**src/hw/rtcc_pkg.sv**
```systemverilog
// rtcc_pkg: offsets, field positions, reset values and timing counts of the
// real-time-clock control/status register block.
// assumes a 100 MHz system clock and a 32-bit AXI4-Lite register bus.
`default_nettype none

package rtcc_pkg;

  // ----------------------------------------
  // clock and timing
  // ----------------------------------------
  localparam longint unsigned CLK_HZ = 100_000_000;
  localparam longint unsigned COMP_PERIOD_S = 64;  // periodic compensation, seconds
  localparam longint unsigned COMP_PERIOD_CYC = COMP_PERIOD_S * CLK_HZ;
  localparam longint unsigned FREQ_1HZ = 1;
  localparam longint unsigned FREQ_1K = 1024;
  localparam longint unsigned FREQ_4K = 4096;
  localparam longint unsigned FREQ_8K = 8192;
  localparam longint unsigned FREQ_32K = 32768;
  // half periods in clock cycles, rounded down
  localparam longint unsigned HALF_1HZ = CLK_HZ / (2 * FREQ_1HZ);
  localparam longint unsigned HALF_1K = CLK_HZ / (2 * FREQ_1K);
  localparam longint unsigned HALF_4K = CLK_HZ / (2 * FREQ_4K);
  localparam longint unsigned HALF_8K = CLK_HZ / (2 * FREQ_8K);
  localparam logic [10:0] HALF_32K = 11'(CLK_HZ / (2 * FREQ_32K));

  // ----------------------------------------
  // register map: index, byte address is four times the index
  // ----------------------------------------
  localparam logic [5:0] IDX_CONTROL = 6'h0E;
  localparam logic [5:0] IDX_STATUS = 6'h0F;
  localparam logic [5:0] IDX_AGING = 6'h10;

  // control fields
  localparam int CTL_OSC_STOP = 7;
  localparam int CTL_BATT_WAVE = 6;
  localparam int CTL_FORCE_FORCE_CONVERT = 5;
  localparam int CTL_RATE_HI = 4;
  localparam int CTL_RATE_LO = 3;
  localparam int CTL_IRQ_MODE = 2;
  localparam int CTL_A2_IE = 1;
  localparam int CTL_A1_IE = 0;
  // status fields
  localparam int STA_OSF = 7;
  localparam int STA_CLK32_EN = 3;
  localparam int STA_BUSY = 2;
  localparam int STA_A2F = 1;
  localparam int STA_A1F = 0;

  localparam logic [7:0] CONTROL_RESET = 8'h1C;
  localparam logic [7:0] AGING_RESET = 8'h00;
  localparam logic [1:0] RATE_1HZ = 2'h0;
  localparam logic [1:0] RATE_1K = 2'h1;
  localparam logic [1:0] RATE_4K = 2'h2;
  localparam logic [1:0] RATE_8K = 2'h3;

  localparam logic [1:0] RESP_OKAY = 2'h0;
  localparam logic [1:0] RESP_SLVERR = 2'h2;

  typedef enum logic [1:0] {
    RTCC_IDLE = 2'b00,
    RTCC_CONVERT = 2'b01,
    RTCC_COMPENSATE = 2'b10
  } rtcc_comp_state_e;

endpackage : rtcc_pkg

`default_nettype wire

```
**src/hw/rtcc_comp.sv**
```systemverilog
// rtcc_comp: temperature conversion and load-capacitance compensation sequencer.
// assumes a temperature sensor on the same clock answering a request with a
// one-cycle done pulse, and a compensation code valid when done arrives.
`default_nettype none

module rtcc_comp (
  input wire logic i_clock,
  input wire logic i_resetn,
  input wire logic i_start_periodic,
  input wire logic i_start_forced,
  input wire logic i_temp_done,
  input wire logic [7:0] i_cap_code,
  input wire logic [7:0] i_aging,
  output logic o_temp_req,
  output logic o_busy,
  output logic o_forced_run,
  output logic [7:0] o_load_cap
);
  import rtcc_pkg::*;

  rtcc_comp_state_e state_q;
  logic signed [8:0] sum;

  // --------------------------------
  // sequencer
  // --------------------------------
  // a start while busy is dropped so a running pass is never aborted
  always_ff @(posedge i_clock) begin
    if (!i_resetn) begin
      state_q <= RTCC_IDLE;
    end else begin
      unique case (state_q)
        RTCC_IDLE: begin
          if (i_start_periodic || i_start_forced) begin
            state_q <= RTCC_CONVERT;
          end
        end
        RTCC_CONVERT: begin
          if (i_temp_done) begin
            state_q <= RTCC_COMPENSATE;
          end
        end
        RTCC_COMPENSATE: begin
          state_q <= RTCC_IDLE;
        end
        default: begin
          state_q <= RTCC_IDLE;
        end
      endcase
    end
  end

  // busy from request to return to idle
  assign o_busy = (state_q != RTCC_IDLE);
  assign o_temp_req = (state_q == RTCC_CONVERT);

  // remembers whether software alone started the running pass; a periodic start in the same cycle leaves it 0
  always_ff @(posedge i_clock) begin
    if (!i_resetn) begin
      o_forced_run <= 1'b0;
    end else if (state_q == RTCC_IDLE) begin
      o_forced_run <= i_start_forced && !i_start_periodic;
    end
  end

  // --------------------------------
  // load capacitance with aging trim
  // --------------------------------
  // signed sum saturates so one step never wraps the whole array
  assign sum = 9'(signed'(i_cap_code)) + 9'(signed'(i_aging));

  always_ff @(posedge i_clock) begin
    if (!i_resetn) begin
      o_load_cap <= 8'h00;
    end else if (state_q == RTCC_COMPENSATE) begin
      if (sum > 9'sh07F) begin
        o_load_cap <= 8'h7F;
      end else if (sum < -9'sh080) begin
        o_load_cap <= 8'h80;
      end else begin
        o_load_cap <= sum[7:0];
      end
    end
  end

endmodule : rtcc_comp

`default_nettype wire

```
**src/hw/rtcc_regs.sv**
```systemverilog
// rtcc_regs: control, status and aging trim registers of a temperature-
// compensated real-time clock, with the shared interrupt/wave pin and the
// 32.768 kHz output, reached over AXI4-Lite.
// assumes alarm match pulses and sensor handshakes on i_clock; supply status
// and crystal-fault inputs come from outside and are synchronised here.
//
// Operation
// - osc_stop_on_battery (bit 7) halts the oscillator only on backup supply.
// - battery_wave_enable low floats the shared pin while on backup supply.
// - writing force_convert while idle starts conversion; ignored while busy.
// - software conversions leave the 64-second periodic schedule untouched.
// - rate select 00/01/10/11 gives 1Hz/1.024kHz/4.096kHz/8.192kHz.
// - control resets to rates 11, irq mode 1, all other bits 0.
// - irq_mode_select 0 puts square wave on pin; 1 makes active-low interrupt.
// - interrupt asserts when irq mode set and any enabled alarm flag set.
// - alarm flags set on match regardless of mode and enable bits.
// - alarm2_flag is bit 1, alarm1_flag bit 0, set on time match.
// - writing 0 clears an alarm flag; writing 1 leaves it unchanged.
// - osc_stopped_flag sets when the oscillator stops, stays until written 0.
// - osc_stopped_flag set at power-up and on stop-on-battery halt.
// - clk32_out_enable (status bit 3) drives 32.768kHz or floats the output.
// - clk32_out_enable resets to 1.
// - comp_busy rises with conversion request, clears on return to idle.
// - aging trim is 8-bit two's complement added to capacitance codes.
// - each trim step switches one unit capacitor in or out.
//
// Design decision made here: the AXI4-Lite register port.
`default_nettype none

module rtcc_regs #(
  parameter int ADDR_W = 8,
  parameter logic [25:0] HALF_1HZ_CYC = 26'(rtcc_pkg::HALF_1HZ),
  parameter logic [25:0] HALF_1K_CYC = 26'(rtcc_pkg::HALF_1K),
  parameter logic [25:0] HALF_4K_CYC = 26'(rtcc_pkg::HALF_4K),
  parameter logic [25:0] HALF_8K_CYC = 26'(rtcc_pkg::HALF_8K),
  parameter logic [32:0] PERIOD_CYC = 33'(rtcc_pkg::COMP_PERIOD_CYC)
) (
  input wire logic i_clock,
  input wire logic i_resetn,
  // axi4-lite slave
  input wire logic i_awvalid,
  output logic o_awready,
  input wire logic [ADDR_W-1:0] i_awaddr,
  input wire logic i_wvalid,
  output logic o_wready,
  input wire logic [31:0] i_wdata,
  input wire logic [3:0] i_wstrb,
  output logic o_bvalid,
  input wire logic i_bready,
  output logic [1:0] o_bresp,
  input wire logic i_arvalid,
  output logic o_arready,
  input wire logic [ADDR_W-1:0] i_araddr,
  output logic o_rvalid,
  input wire logic i_rready,
  output logic [31:0] o_rdata,
  output logic [1:0] o_rresp,
  // surroundings
  input wire logic i_on_battery,
  input wire logic i_osc_fault,
  input wire logic i_alarm1_match,
  input wire logic i_alarm2_match,
  input wire logic i_temp_done,
  input wire logic [7:0] i_cap_code,
  output logic o_temp_req,
  output logic [7:0] o_load_cap,
  output logic o_osc_run,
  output logic o_irq_or_wave_out,
  output logic o_irq_or_wave_oe_n,
  output logic o_clk32_out,
  output logic o_clk32_oe_n
);
  import rtcc_pkg::*;

  if (ADDR_W < 8 || PERIOD_CYC < 33'd2 || HALF_8K_CYC == 26'd0) begin : g_bad_param
    $error("rtcc_regs: address width or cycle counts too small");
  end

  // ----------------------------------------
  // state
  // ----------------------------------------
  logic [1:0] sync1_q, sync2_q;
  logic [7:0] control_q, aging_q;
  logic osf_q, clk32_en_q, a1f_q, a2f_q;
  logic aw_have_q, w_have_q;
  logic [ADDR_W-1:0] awaddr_q, araddr_q;
  logic [7:0] wdata_q;
  logic wlane_q;
  logic force_q;
  logic [32:0] per_cnt_q;
  logic [25:0] wave_cnt_q;
  logic wave_q;
  logic [10:0] c32_cnt_q;
  logic c32_q;
  logic busy, forced_run, on_batt, wr_fire, ctl_wr, sta_wr, osc_halt, irq_active;
  logic [25:0] half_sel;
  logic [7:0] status_word;

  // ----------------------------------------
  // pin synchronisers
  // ----------------------------------------
  // supply status and crystal fault are asynchronous to i_clock
  always_ff @(posedge i_clock) begin
    if (!i_resetn) begin
      sync1_q <= 2'h0;
      sync2_q <= 2'h0;
    end else begin
      sync1_q <= {i_osc_fault, i_on_battery};
      sync2_q <= sync1_q;
    end
  end
  assign on_batt = sync2_q[0];

  // ----------------------------------------
  // axi4-lite write path
  // ----------------------------------------
  // address and data are taken in either order; response once both are held
  assign wr_fire = aw_have_q && w_have_q && !o_bvalid;
  assign ctl_wr = wr_fire && wlane_q && (awaddr_q[ADDR_W-1:2] == (ADDR_W-2)'(IDX_CONTROL));
  assign sta_wr = wr_fire && wlane_q && (awaddr_q[ADDR_W-1:2] == (ADDR_W-2)'(IDX_STATUS));

  always_ff @(posedge i_clock) begin
    if (!i_resetn) begin
      aw_have_q <= 1'b0;
      o_awready <= 1'b1;
      awaddr_q <= '0;
    end else if (i_awvalid && o_awready) begin
      aw_have_q <= 1'b1;
      o_awready <= 1'b0;
      awaddr_q <= i_awaddr;
    end else if (o_bvalid && i_bready) begin
      aw_have_q <= 1'b0;
      o_awready <= 1'b1;
    end
  end

  always_ff @(posedge i_clock) begin
    if (!i_resetn) begin
      w_have_q <= 1'b0;
      o_wready <= 1'b1;
      wdata_q <= 8'h00;
      wlane_q <= 1'b0;
    end else if (i_wvalid && o_wready) begin
      w_have_q <= 1'b1;
      o_wready <= 1'b0;
      wdata_q <= i_wdata[7:0];
      wlane_q <= i_wstrb[0];  // upper lanes hold only read-as-zero bits
    end else if (o_bvalid && i_bready) begin
      w_have_q <= 1'b0;
      o_wready <= 1'b1;
    end
  end

  // write response; unmapped addresses answer slverr
  always_ff @(posedge i_clock) begin
    if (!i_resetn) begin
      o_bvalid <= 1'b0;
      o_bresp <= RESP_OKAY;
    end else if (wr_fire) begin
      o_bvalid <= 1'b1;
      o_bresp <= mapped(awaddr_q) ? RESP_OKAY : RESP_SLVERR;
    end else if (i_bready) begin
      o_bvalid <= 1'b0;
    end
  end

  function automatic logic mapped(input logic [ADDR_W-1:0] a);
    logic [ADDR_W-3:0] idx;
    idx = a[ADDR_W-1:2];
    return idx == (ADDR_W-2)'(IDX_CONTROL) || idx == (ADDR_W-2)'(IDX_STATUS) ||
           idx == (ADDR_W-2)'(IDX_AGING);
  endfunction : mapped

  // ----------------------------------------
  // register storage
  // ----------------------------------------
  // force_convert is not stored; it reads back as a running software pass
  always_ff @(posedge i_clock) begin
    if (!i_resetn) begin
      control_q <= CONTROL_RESET;
      aging_q <= AGING_RESET;
    end else begin
      if (ctl_wr) begin
        control_q <= wdata_q & ~(8'h01 << CTL_FORCE_FORCE_CONVERT);
      end
      if (wr_fire && wlane_q && awaddr_q[ADDR_W-1:2] == (ADDR_W-2)'(IDX_AGING)) begin
        aging_q <= wdata_q;
      end
    end
  end

  // one-cycle start request; dropped while a pass is running
  always_ff @(posedge i_clock) begin
    if (!i_resetn) begin
      force_q <= 1'b0;
    end else begin
      force_q <= ctl_wr && wdata_q[CTL_FORCE_FORCE_CONVERT] && !busy;
    end
  end

  // status enable bit, writes to bits 6..4 have nowhere to go
  always_ff @(posedge i_clock) begin
    if (!i_resetn) begin
      clk32_en_q <= 1'b1;
    end else if (sta_wr) begin
      clk32_en_q <= wdata_q[STA_CLK32_EN];
    end
  end

  // ----------------------------------------
  // sticky flags: a set in the clearing cycle wins
  // ----------------------------------------
  assign osc_halt = (control_q[CTL_OSC_STOP] && on_batt) || sync2_q[1];

  always_ff @(posedge i_clock) begin
    if (!i_resetn) begin
      osf_q <= 1'b1;
      a1f_q <= 1'b0;
      a2f_q <= 1'b0;
    end else begin
      osf_q <= osc_halt || (osf_q && !(sta_wr && !wdata_q[STA_OSF]));
      a1f_q <= i_alarm1_match || (a1f_q && !(sta_wr && !wdata_q[STA_A1F]));
      a2f_q <= i_alarm2_match || (a2f_q && !(sta_wr && !wdata_q[STA_A2F]));
    end
  end

  assign status_word = {osf_q, 3'b000, clk32_en_q, busy, a2f_q, a1f_q};

  // ----------------------------------------
  // axi4-lite read path
  // ----------------------------------------
  always_ff @(posedge i_clock) begin
    if (!i_resetn) begin
      o_arready <= 1'b1;
      o_rvalid <= 1'b0;
      o_rdata <= 32'h0000_0000;
      o_rresp <= RESP_OKAY;
      araddr_q <= '0;
    end else if (i_arvalid && o_arready) begin
      o_arready <= 1'b0;
      o_rvalid <= 1'b1;
      araddr_q <= i_araddr;
      o_rresp <= mapped(i_araddr) ? RESP_OKAY : RESP_SLVERR;
      if (i_araddr[ADDR_W-1:2] == (ADDR_W-2)'(IDX_CONTROL)) begin
        o_rdata <= {24'h00_0000, control_q | (8'(forced_run) << CTL_FORCE_FORCE_CONVERT)};
      end else if (i_araddr[ADDR_W-1:2] == (ADDR_W-2)'(IDX_STATUS)) begin
        o_rdata <= {24'h00_0000, status_word};
      end else if (i_araddr[ADDR_W-1:2] == (ADDR_W-2)'(IDX_AGING)) begin
        o_rdata <= {24'h00_0000, aging_q};
      end else begin
        o_rdata <= 32'h0000_0000;
      end
    end else if (o_rvalid && i_rready) begin
      o_rvalid <= 1'b0;
      o_arready <= 1'b1;
    end
  end

  // ----------------------------------------
  // periodic compensation schedule
  // ----------------------------------------
  // free-running, never touched by software starts; fires right after reset, then every PERIOD_CYC cycles
  always_ff @(posedge i_clock) begin
    if (!i_resetn) begin
      per_cnt_q <= 33'd0;
    end else if (per_cnt_q == PERIOD_CYC - 33'd1) begin
      per_cnt_q <= 33'd0;
    end else begin
      per_cnt_q <= per_cnt_q + 33'd1;
    end
  end

  rtcc_comp u_comp (
    .i_clock(i_clock),
    .i_resetn(i_resetn),
    .i_start_periodic(per_cnt_q == 33'd0),
    .i_start_forced(force_q),
    .i_temp_done(i_temp_done),
    .i_cap_code(i_cap_code),
    .i_aging(aging_q),
    .o_temp_req(o_temp_req),
    .o_busy(busy),
    .o_forced_run(forced_run),
    .o_load_cap(o_load_cap)
  );

  // ----------------------------------------
  // square waves
  // ----------------------------------------
  always_comb begin
    unique case (control_q[CTL_RATE_HI:CTL_RATE_LO])
      RATE_1HZ: half_sel = HALF_1HZ_CYC;
      RATE_1K: half_sel = HALF_1K_CYC;
      RATE_4K: half_sel = HALF_4K_CYC;
      RATE_8K: half_sel = HALF_8K_CYC;
    endcase
  end

  // compare with >= so a rate change to a shorter period cannot overrun
  always_ff @(posedge i_clock) begin
    if (!i_resetn) begin
      wave_cnt_q <= 26'd0;
      wave_q <= 1'b0;
    end else if (wave_cnt_q >= half_sel - 26'd1) begin
      wave_cnt_q <= 26'd0;
      wave_q <= !wave_q;
    end else begin
      wave_cnt_q <= wave_cnt_q + 26'd1;
    end
  end

  always_ff @(posedge i_clock) begin
    if (!i_resetn) begin
      c32_cnt_q <= 11'd0;
      c32_q <= 1'b0;
    end else if (c32_cnt_q == HALF_32K - 11'd1) begin
      c32_cnt_q <= 11'd0;
      c32_q <= !c32_q;
    end else begin
      c32_cnt_q <= c32_cnt_q + 11'd1;
    end
  end

  // ----------------------------------------
  // pins and oscillator gate
  // ----------------------------------------
  assign irq_active = (a1f_q && control_q[CTL_A1_IE]) || (a2f_q && control_q[CTL_A2_IE]);

  always_ff @(posedge i_clock) begin
    if (!i_resetn) begin
      o_irq_or_wave_out <= 1'b1;
      o_irq_or_wave_oe_n <= 1'b1;
      o_clk32_out <= 1'b0;
      o_clk32_oe_n <= 1'b1;
      o_osc_run <= 1'b1;
    end else begin
      o_osc_run <= !(control_q[CTL_OSC_STOP] && on_batt);
      o_clk32_out <= c32_q;
      o_clk32_oe_n <= !clk32_en_q;
      if (on_batt && !control_q[CTL_BATT_WAVE]) begin
        o_irq_or_wave_out <= 1'b1;
        o_irq_or_wave_oe_n <= 1'b1;
      end else if (control_q[CTL_IRQ_MODE]) begin
        o_irq_or_wave_out <= 1'b0;
        o_irq_or_wave_oe_n <= !irq_active;
      end else begin
        o_irq_or_wave_out <= wave_q;
        o_irq_or_wave_oe_n <= 1'b0;
      end
    end
  end
endmodule : rtcc_regs

`default_nettype wire

```
**config.mk**
```make
export PLATFORM = sky130hd
export DESIGN_NAME = rtcc_regs
export DESIGN_NICKNAME = d
export VERILOG_FILES = /design/src/hw/rtcc_pkg.sv /design/src/hw/rtcc_comp.sv /design/src/hw/rtcc_regs.sv
export SDC_FILE = /design/constraint.sdc
export NUM_CORES = 1
export LEC_CHECK = 0
export BUFFER_PORTS_ARGS = -buffer_cell sky130_fd_sc_hd__buf_2
export CAP_MARGIN = 5
export CELL_PAD_IN_SITES_DETAIL_PLACEMENT = 2
export CELL_PAD_IN_SITES_GLOBAL_PLACEMENT = 2
export CORE_UTILIZATION = 30
export CTS_CLUSTER_DIAMETER = 120
export CTS_CLUSTER_SIZE = 40
export DETAILED_ROUTE_END_ITERATION = 10
export PLACE_DENSITY = 0.79
export SYNTH_ARGS = -nofsm -noshare
export SYNTH_HDL_FRONTEND = slang
export SYNTH_SLANG_ARGS = --single-unit
```
**constraint.sdc**
```tcl
create_clock -name i_clock -period 3 [get_ports i_clock]
set_clock_uncertainty 0.1 [all_clocks]
set_input_delay 0.6 -clock i_clock [delete_from_list [all_inputs] [get_ports i_clock]]
set_output_delay 0.6 -clock i_clock [all_outputs]
set_load 0.03 [all_outputs]
```
Word-level counts from Yosys, hierarchy flattened
Index checks and enable logic that the tools add are counted.
Cells by class
  $add $sub $neg: 5
  magnitude comparators: 3
  eq/ne operators: 15
  muxes and demuxes: 25
  bitwise gates (word level): 2
  reduce and logical (&&, ||, !) cells: 62
Operator list (count)
  26-bit one-hot mux with 4 select lines: 1
  8-bit 2-to-1 mux: 5
  33-bit by 1-bit adder with 33-bit output, second input constant: 1
  33-bit == test, second input constant: 1
  33-bit zero test: 1
  26-bit by 1-bit adder with 26-bit output, second input constant: 1
  26-bit greater-or-equal comparator: 1
  26-bit by 1-bit subtractor with 26-bit output, second input constant: 1
  6-bit by 4-bit == test with 1-bit output, second input constant: 4
  1-bit logical AND: 24
  1-bit zero test: 15
  1-bit 2-to-1 mux: 14
  6-bit by 5-bit == test with 1-bit output, second input constant: 2
  11-bit by 1-bit adder with 11-bit output, second input constant: 1
  11-bit == test, second input constant: 1
  1-bit logical OR: 10
  2-bit nonzero test: 5
  8-bit by 8-bit adder with 9-bit output: 1
  9-bit by 8-bit > comparator with 1-bit output, second input constant: 1
  9-bit by 8-bit less-than comparator with 1-bit output, second input constant: 1
  2-bit 2-to-1 mux: 4
  8-bit by 6-bit bitwise OR with 8-bit output: 1
  2-bit OR reduction: 4
  2-bit == test, second input constant: 3
  7 further kinds: 9
Storage, ports and cells
  register bits: 172
  logic and storage cells: 147

Logic depth before layout (Yosys ltp)
  depth after elaboration: 8
  depth in mapped cells: 11

Modules after synthesis
From an unflattened synthesis, not the netlist that was laid out.
Second synthesis, totals
  cells, all modules: 807
  area total of the unflattened synthesis: 6996.7 sq um
Modules (own cells, without submodules)
  rtcc_regs: instances 1, cells each 706, area an instance 6123.4 sq um, seq. area each 2662.6 sq um
  rtcc_comp: instances 1, cells each 101, area an instance 873.3 sq um, seq. area each 220.2 sq um

Least setup slack after synthesis
OpenSTA, ideal clock, no wires.
  path kind: flip-flop to flip-flop
  start: reg control_q[4]
  end: reg wave_cnt_q[18]
  setup time: 0.114 ns
  arrival: 2.336 ns
  required time: 2.786 ns
  setup slack: 0.450 ns
  stages on the path, launching flop included: 11
  period minus slack after synthesis: 2.550 ns
  cells stage by stage: dfxtp_1 -> inv_1 -> ha_1 -> ha_1 -> nand4_1 -> or4_1 -> o211ai_1 -> o31ai_2 -> nand3_2 -> buf_6 -> nor2_1
Between the ends
  cells in the longest elaborated chain, start to end: 5
  elaborated cells between the ends (all ways): 8
Ends and longest elaborated chain
  start: declaration: RTL line rtcc_regs.sv:83  | logic [7:0] control_q, aging_q;
  start signal: assignment: RTL line rtcc_regs.sv:184  | control_q <= wdata_q & ~(8'h01 << CTL_FORCE_FORCE_CONVERT);
  2-bit == test, or another cell as far along: RTL line rtcc_regs.sv:291  | unique case (control_q[CTL_RATE_HI:CTL_RATE_LO])
  26-bit one-hot mux with 4 select lines *: RTL line rtcc_regs.sv:291
  26-bit by 1-bit subtractor with 26-bit output *: RTL line rtcc_regs.sv:304  | end else if (wave_cnt_q >= half_sel - 26'd1) begin
  26-bit greater-or-equal comparator *: RTL line rtcc_regs.sv:304
  2-bit OR reduction (no line) *
  end signal: assignment: RTL line rtcc_regs.sv:308  | wave_cnt_q <= wave_cnt_q + 26'd1;
  end: declaration: RTL line rtcc_regs.sv:91  | logic [25:0] wave_cnt_q;
Mark *: on every way between the ends. The rest lies on a longest branch, timed or not. The select of a mux whose other input is x is not followed.
A chain may end at the register's enable or synchronous reset.

Worst setup path in the final report
  start: reg control_q[4]
  end: reg wave_cnt_q[16]
The elaborated chain is that of the path after synthesis.

==> summary.txt <==
Status: completed
Ys Warns: 0
Die Wd: 156 microns
R2r endpoint: wave_cnt_q[16]
Post-DRT Antenna Nets: 0
Crit end category: register
Final Hold Violating Endpoints: 0
CP startpoint kind: register
Worst slew pin tran: 728 ps
Worst-path fanout max: 26
Seq/Total Area, Yosys: 0.407
# Max-Cap Violations: 0
Worst setup path class: register to register
Die height: 156 microns
Die area: 24200 sq um
Register area: 2880 sq um
Post-synth EDFFs: 0
Avg Inst Size Synth: 8.82 sq um
Mean number of vias per cell: 4.93
Total number of vias: 5936
Final setup fails: 0
Synth area leaders: dfxtp_1 41%, ha_1 7.1%, nor2_1 6.0%
Worst min-delay path category: input pin to register
Final worst path period need: 2830 ps
Pin count of the biggest net entering global routing: 31
Pwr Density: 575 nW/um^2
Lkg Pwr: 3.57 nW
Hold Crit Depth: 2
Maximum VDD drop: 0.000272 V
Fmax: 353 MHz
Number of buffers created by CTS: 17
Hold buffers post-CTS: 0
Synth unique cells: 67
Core Rows: 55
Async S/R FF share, synth: 0
Fillers: 2620
DRC violations left: 0
Final period utilization: 0.944
Num Clock Sinks: 144
Total track usage: 0.179
Share of cells above drive strength 1: 0.157
Crit path required time: 3210 ps
Overflow after GRT: 0
Average wire per standard cell: 17.1 microns
Pins over their slew limit: 0
Initial antenna violation count: 2
Worst reg2reg path depth: 11
Hold path startpoint: i_osc_fault
H-tree levels: 4
Root Buffer: clkbuf_16
Clock slew at reported path FFs: 60 ps
GRT Max-Usage Layer: met2
Multi-input logic area: 3910 sq um
Number of global-route vias before repair: 6332
RD Place Congestion: 0.751
Ports: 127
Layout area overhead: 18.2%
Port Buf Inserts: 69
Synth top cells by count: 144 x dfxtp_1, 113 x nor2_1, 80 x nand2_1, 48 x a21oi_1, 40 x ha_1
DR iter-0 viols: 214
Met2 usage in global routing: 0.324
Worst flop-to-flop path startpoint: control_q[4]
Clock latency on the worst-skew pair: 430 ps
DR pass1 iterations: 4
CTS tree: yes
DP HPWL: 14900 microns
Post-synth design cell area: 7090 sq um
Dominant cell type by area after synthesis: dfxtp_1
Routed WL: 20600 microns
Critical path data arrival time: 3050 ps
M3 GR Usage: 0.0372
Starting Density: 0.309
Hold Path End: sync1_q[1]
Slew headroom: 0.511
Post-synth top area share: 0.407
M1 GR Usage: 0.212
Cell count after synthesis: 804
First-pass GRT wire length: 33800 microns
Pre-CTS setup slack: 160 ps
Slack of the critical path: 168 ps
Top FF cell, synth: dfxtp_1
Synthesized flop and latch total: 144
Max Buffers Root-to-Sink: 2
Nets: 989
Most frequent cell after synthesis: dfxtp_1
Total power: 4.82 mW
Reg-to-reg slack, setup: 170 ps
Core area: 22900 sq um
-- registers in the layout, indices dropped and copies added, names as in the netlist, 2 cells and up --
signal             flops
wdata_q                8
o_rdata                8
u_comp.state_q         2
sync1_q                2
sync2_q                2
wave_cnt_q            26
c32_cnt_q             11
aging_q                8
control_q              7
awaddr_q               6
per_cnt_q             33
u_comp.o_load_cap      8
-- cell families (layout without fill, tap and decap cells) --
| logic type | after synthesis | in the layout | share of synthesized area |
|---|---|---|---|
| buffers and inverters | 75 | 135 | 0.0583 |
| and+or+nand+nor | 335 | 335 | 0.240 |
| xor gates and xnor gates | 71 | 71 | 0.0888 |
| other | 1 | 27 | 0.000529 |
| AOI/OAI and AO/OA | 116 | 116 | 0.102 |
| adders and majority gates | 43 | 43 | 0.0763 |
| DFF | 144 | 144 | 0.407 |
| muxes | 19 | 19 | 0.0274 |
-- per-layer routing --
metal  vias to the layer above  wire (microns)
met3                        19             821
met4                         2             266
met5                         -              10
met2                       101           10500
li1                       2865               -
met1                      2949            9020
-- power breakdown --
group	switching (mW)	leakage (nW)	internal (mW)
Clock	0.869	0.328	1.59
Sequential	0.0499	1.17	1.96
Combinational	0.243	2.07	0.107
-- how the worst max path moves through the flow --
stage,from,endpoint,cells past startpoint
detailed placement,i_cap_code[0],u_comp.o_load_cap[6],9
floorplan,control_q[4],wave_cnt_q[18],10
finish,control_q[4],wave_cnt_q[16],11
CTS,control_q[4],wave_cnt_q[16],11
global placement,i_cap_code[0],u_comp.o_load_cap[4],9
global route,control_q[4],wave_cnt_q[16],11
-- through the flow --
stage | TNS, ps | cells | hold WS (ps) | utilization | instance area, sq um
3_5_place_dp | 0 | 1170 | 332 | 0.335 | 7680
6_report | 0 | 1203 | 281 | 0.366 | 8380
2_1_floorplan | 0 | 829 | 267 | - | 7180
5_1_grt | -2.99 | 1203 | 282 | 0.366 | 8380
3_3_place_gp | 0 | 1170 | 318 | 0.335 | 7680
4_1_cts | 0 | 1202 | 262 | 0.365 | 8360
-- area by class of cell --
class | instances | share of cell area
multi-input combinational | 610 | 0.466
sequential | 144 | 0.344
clock buffer | 19 | 0.0529
timing repair buffer | 78 | 0.0508
tap | 313 | 0.0467
clock inverter | 13 | 0.0278
inverter | 25 | 0.0112
antenna | 1 | 0.000299
-- cells in the final DEF, fill, tap and decap left out, drive strengths merged, types with 22 or more instances in the layout --
| master | n |
|---|---|
| ha | 40 |
| buf | 78 |
| xor2 | 37 |
| conb | 26 |
| dfxtp | 144 |
| nand2 | 81 |
| inv | 25 |
| o21ai | 27 |
| a21oi | 49 |
| nand3 | 34 |
| nor3 | 22 |
| xnor2 | 34 |
| nor2 | 116 |
-- worst max-delay path, cell delays in order, from the launching register on --
cell	delay, ps
dfxtp_1	330
inv_1	110
ha_2	370
inv_1	50
ha_1	290
nand4_1	150
or4_1	510
o211ai_1	310
o31ai_4	110
nand3_2	120
buf_12	180
nor2_1	80
-- timing repair --
item | in CTS | in global routing
hold endpoints to repair | 0 | 0
gates resized for setup | 0 | 5
endpoints found under the setup margin | 0 | 27
buffers inserted | 0 | 0
No activity file was read; power rests on OpenSTA's default activity.
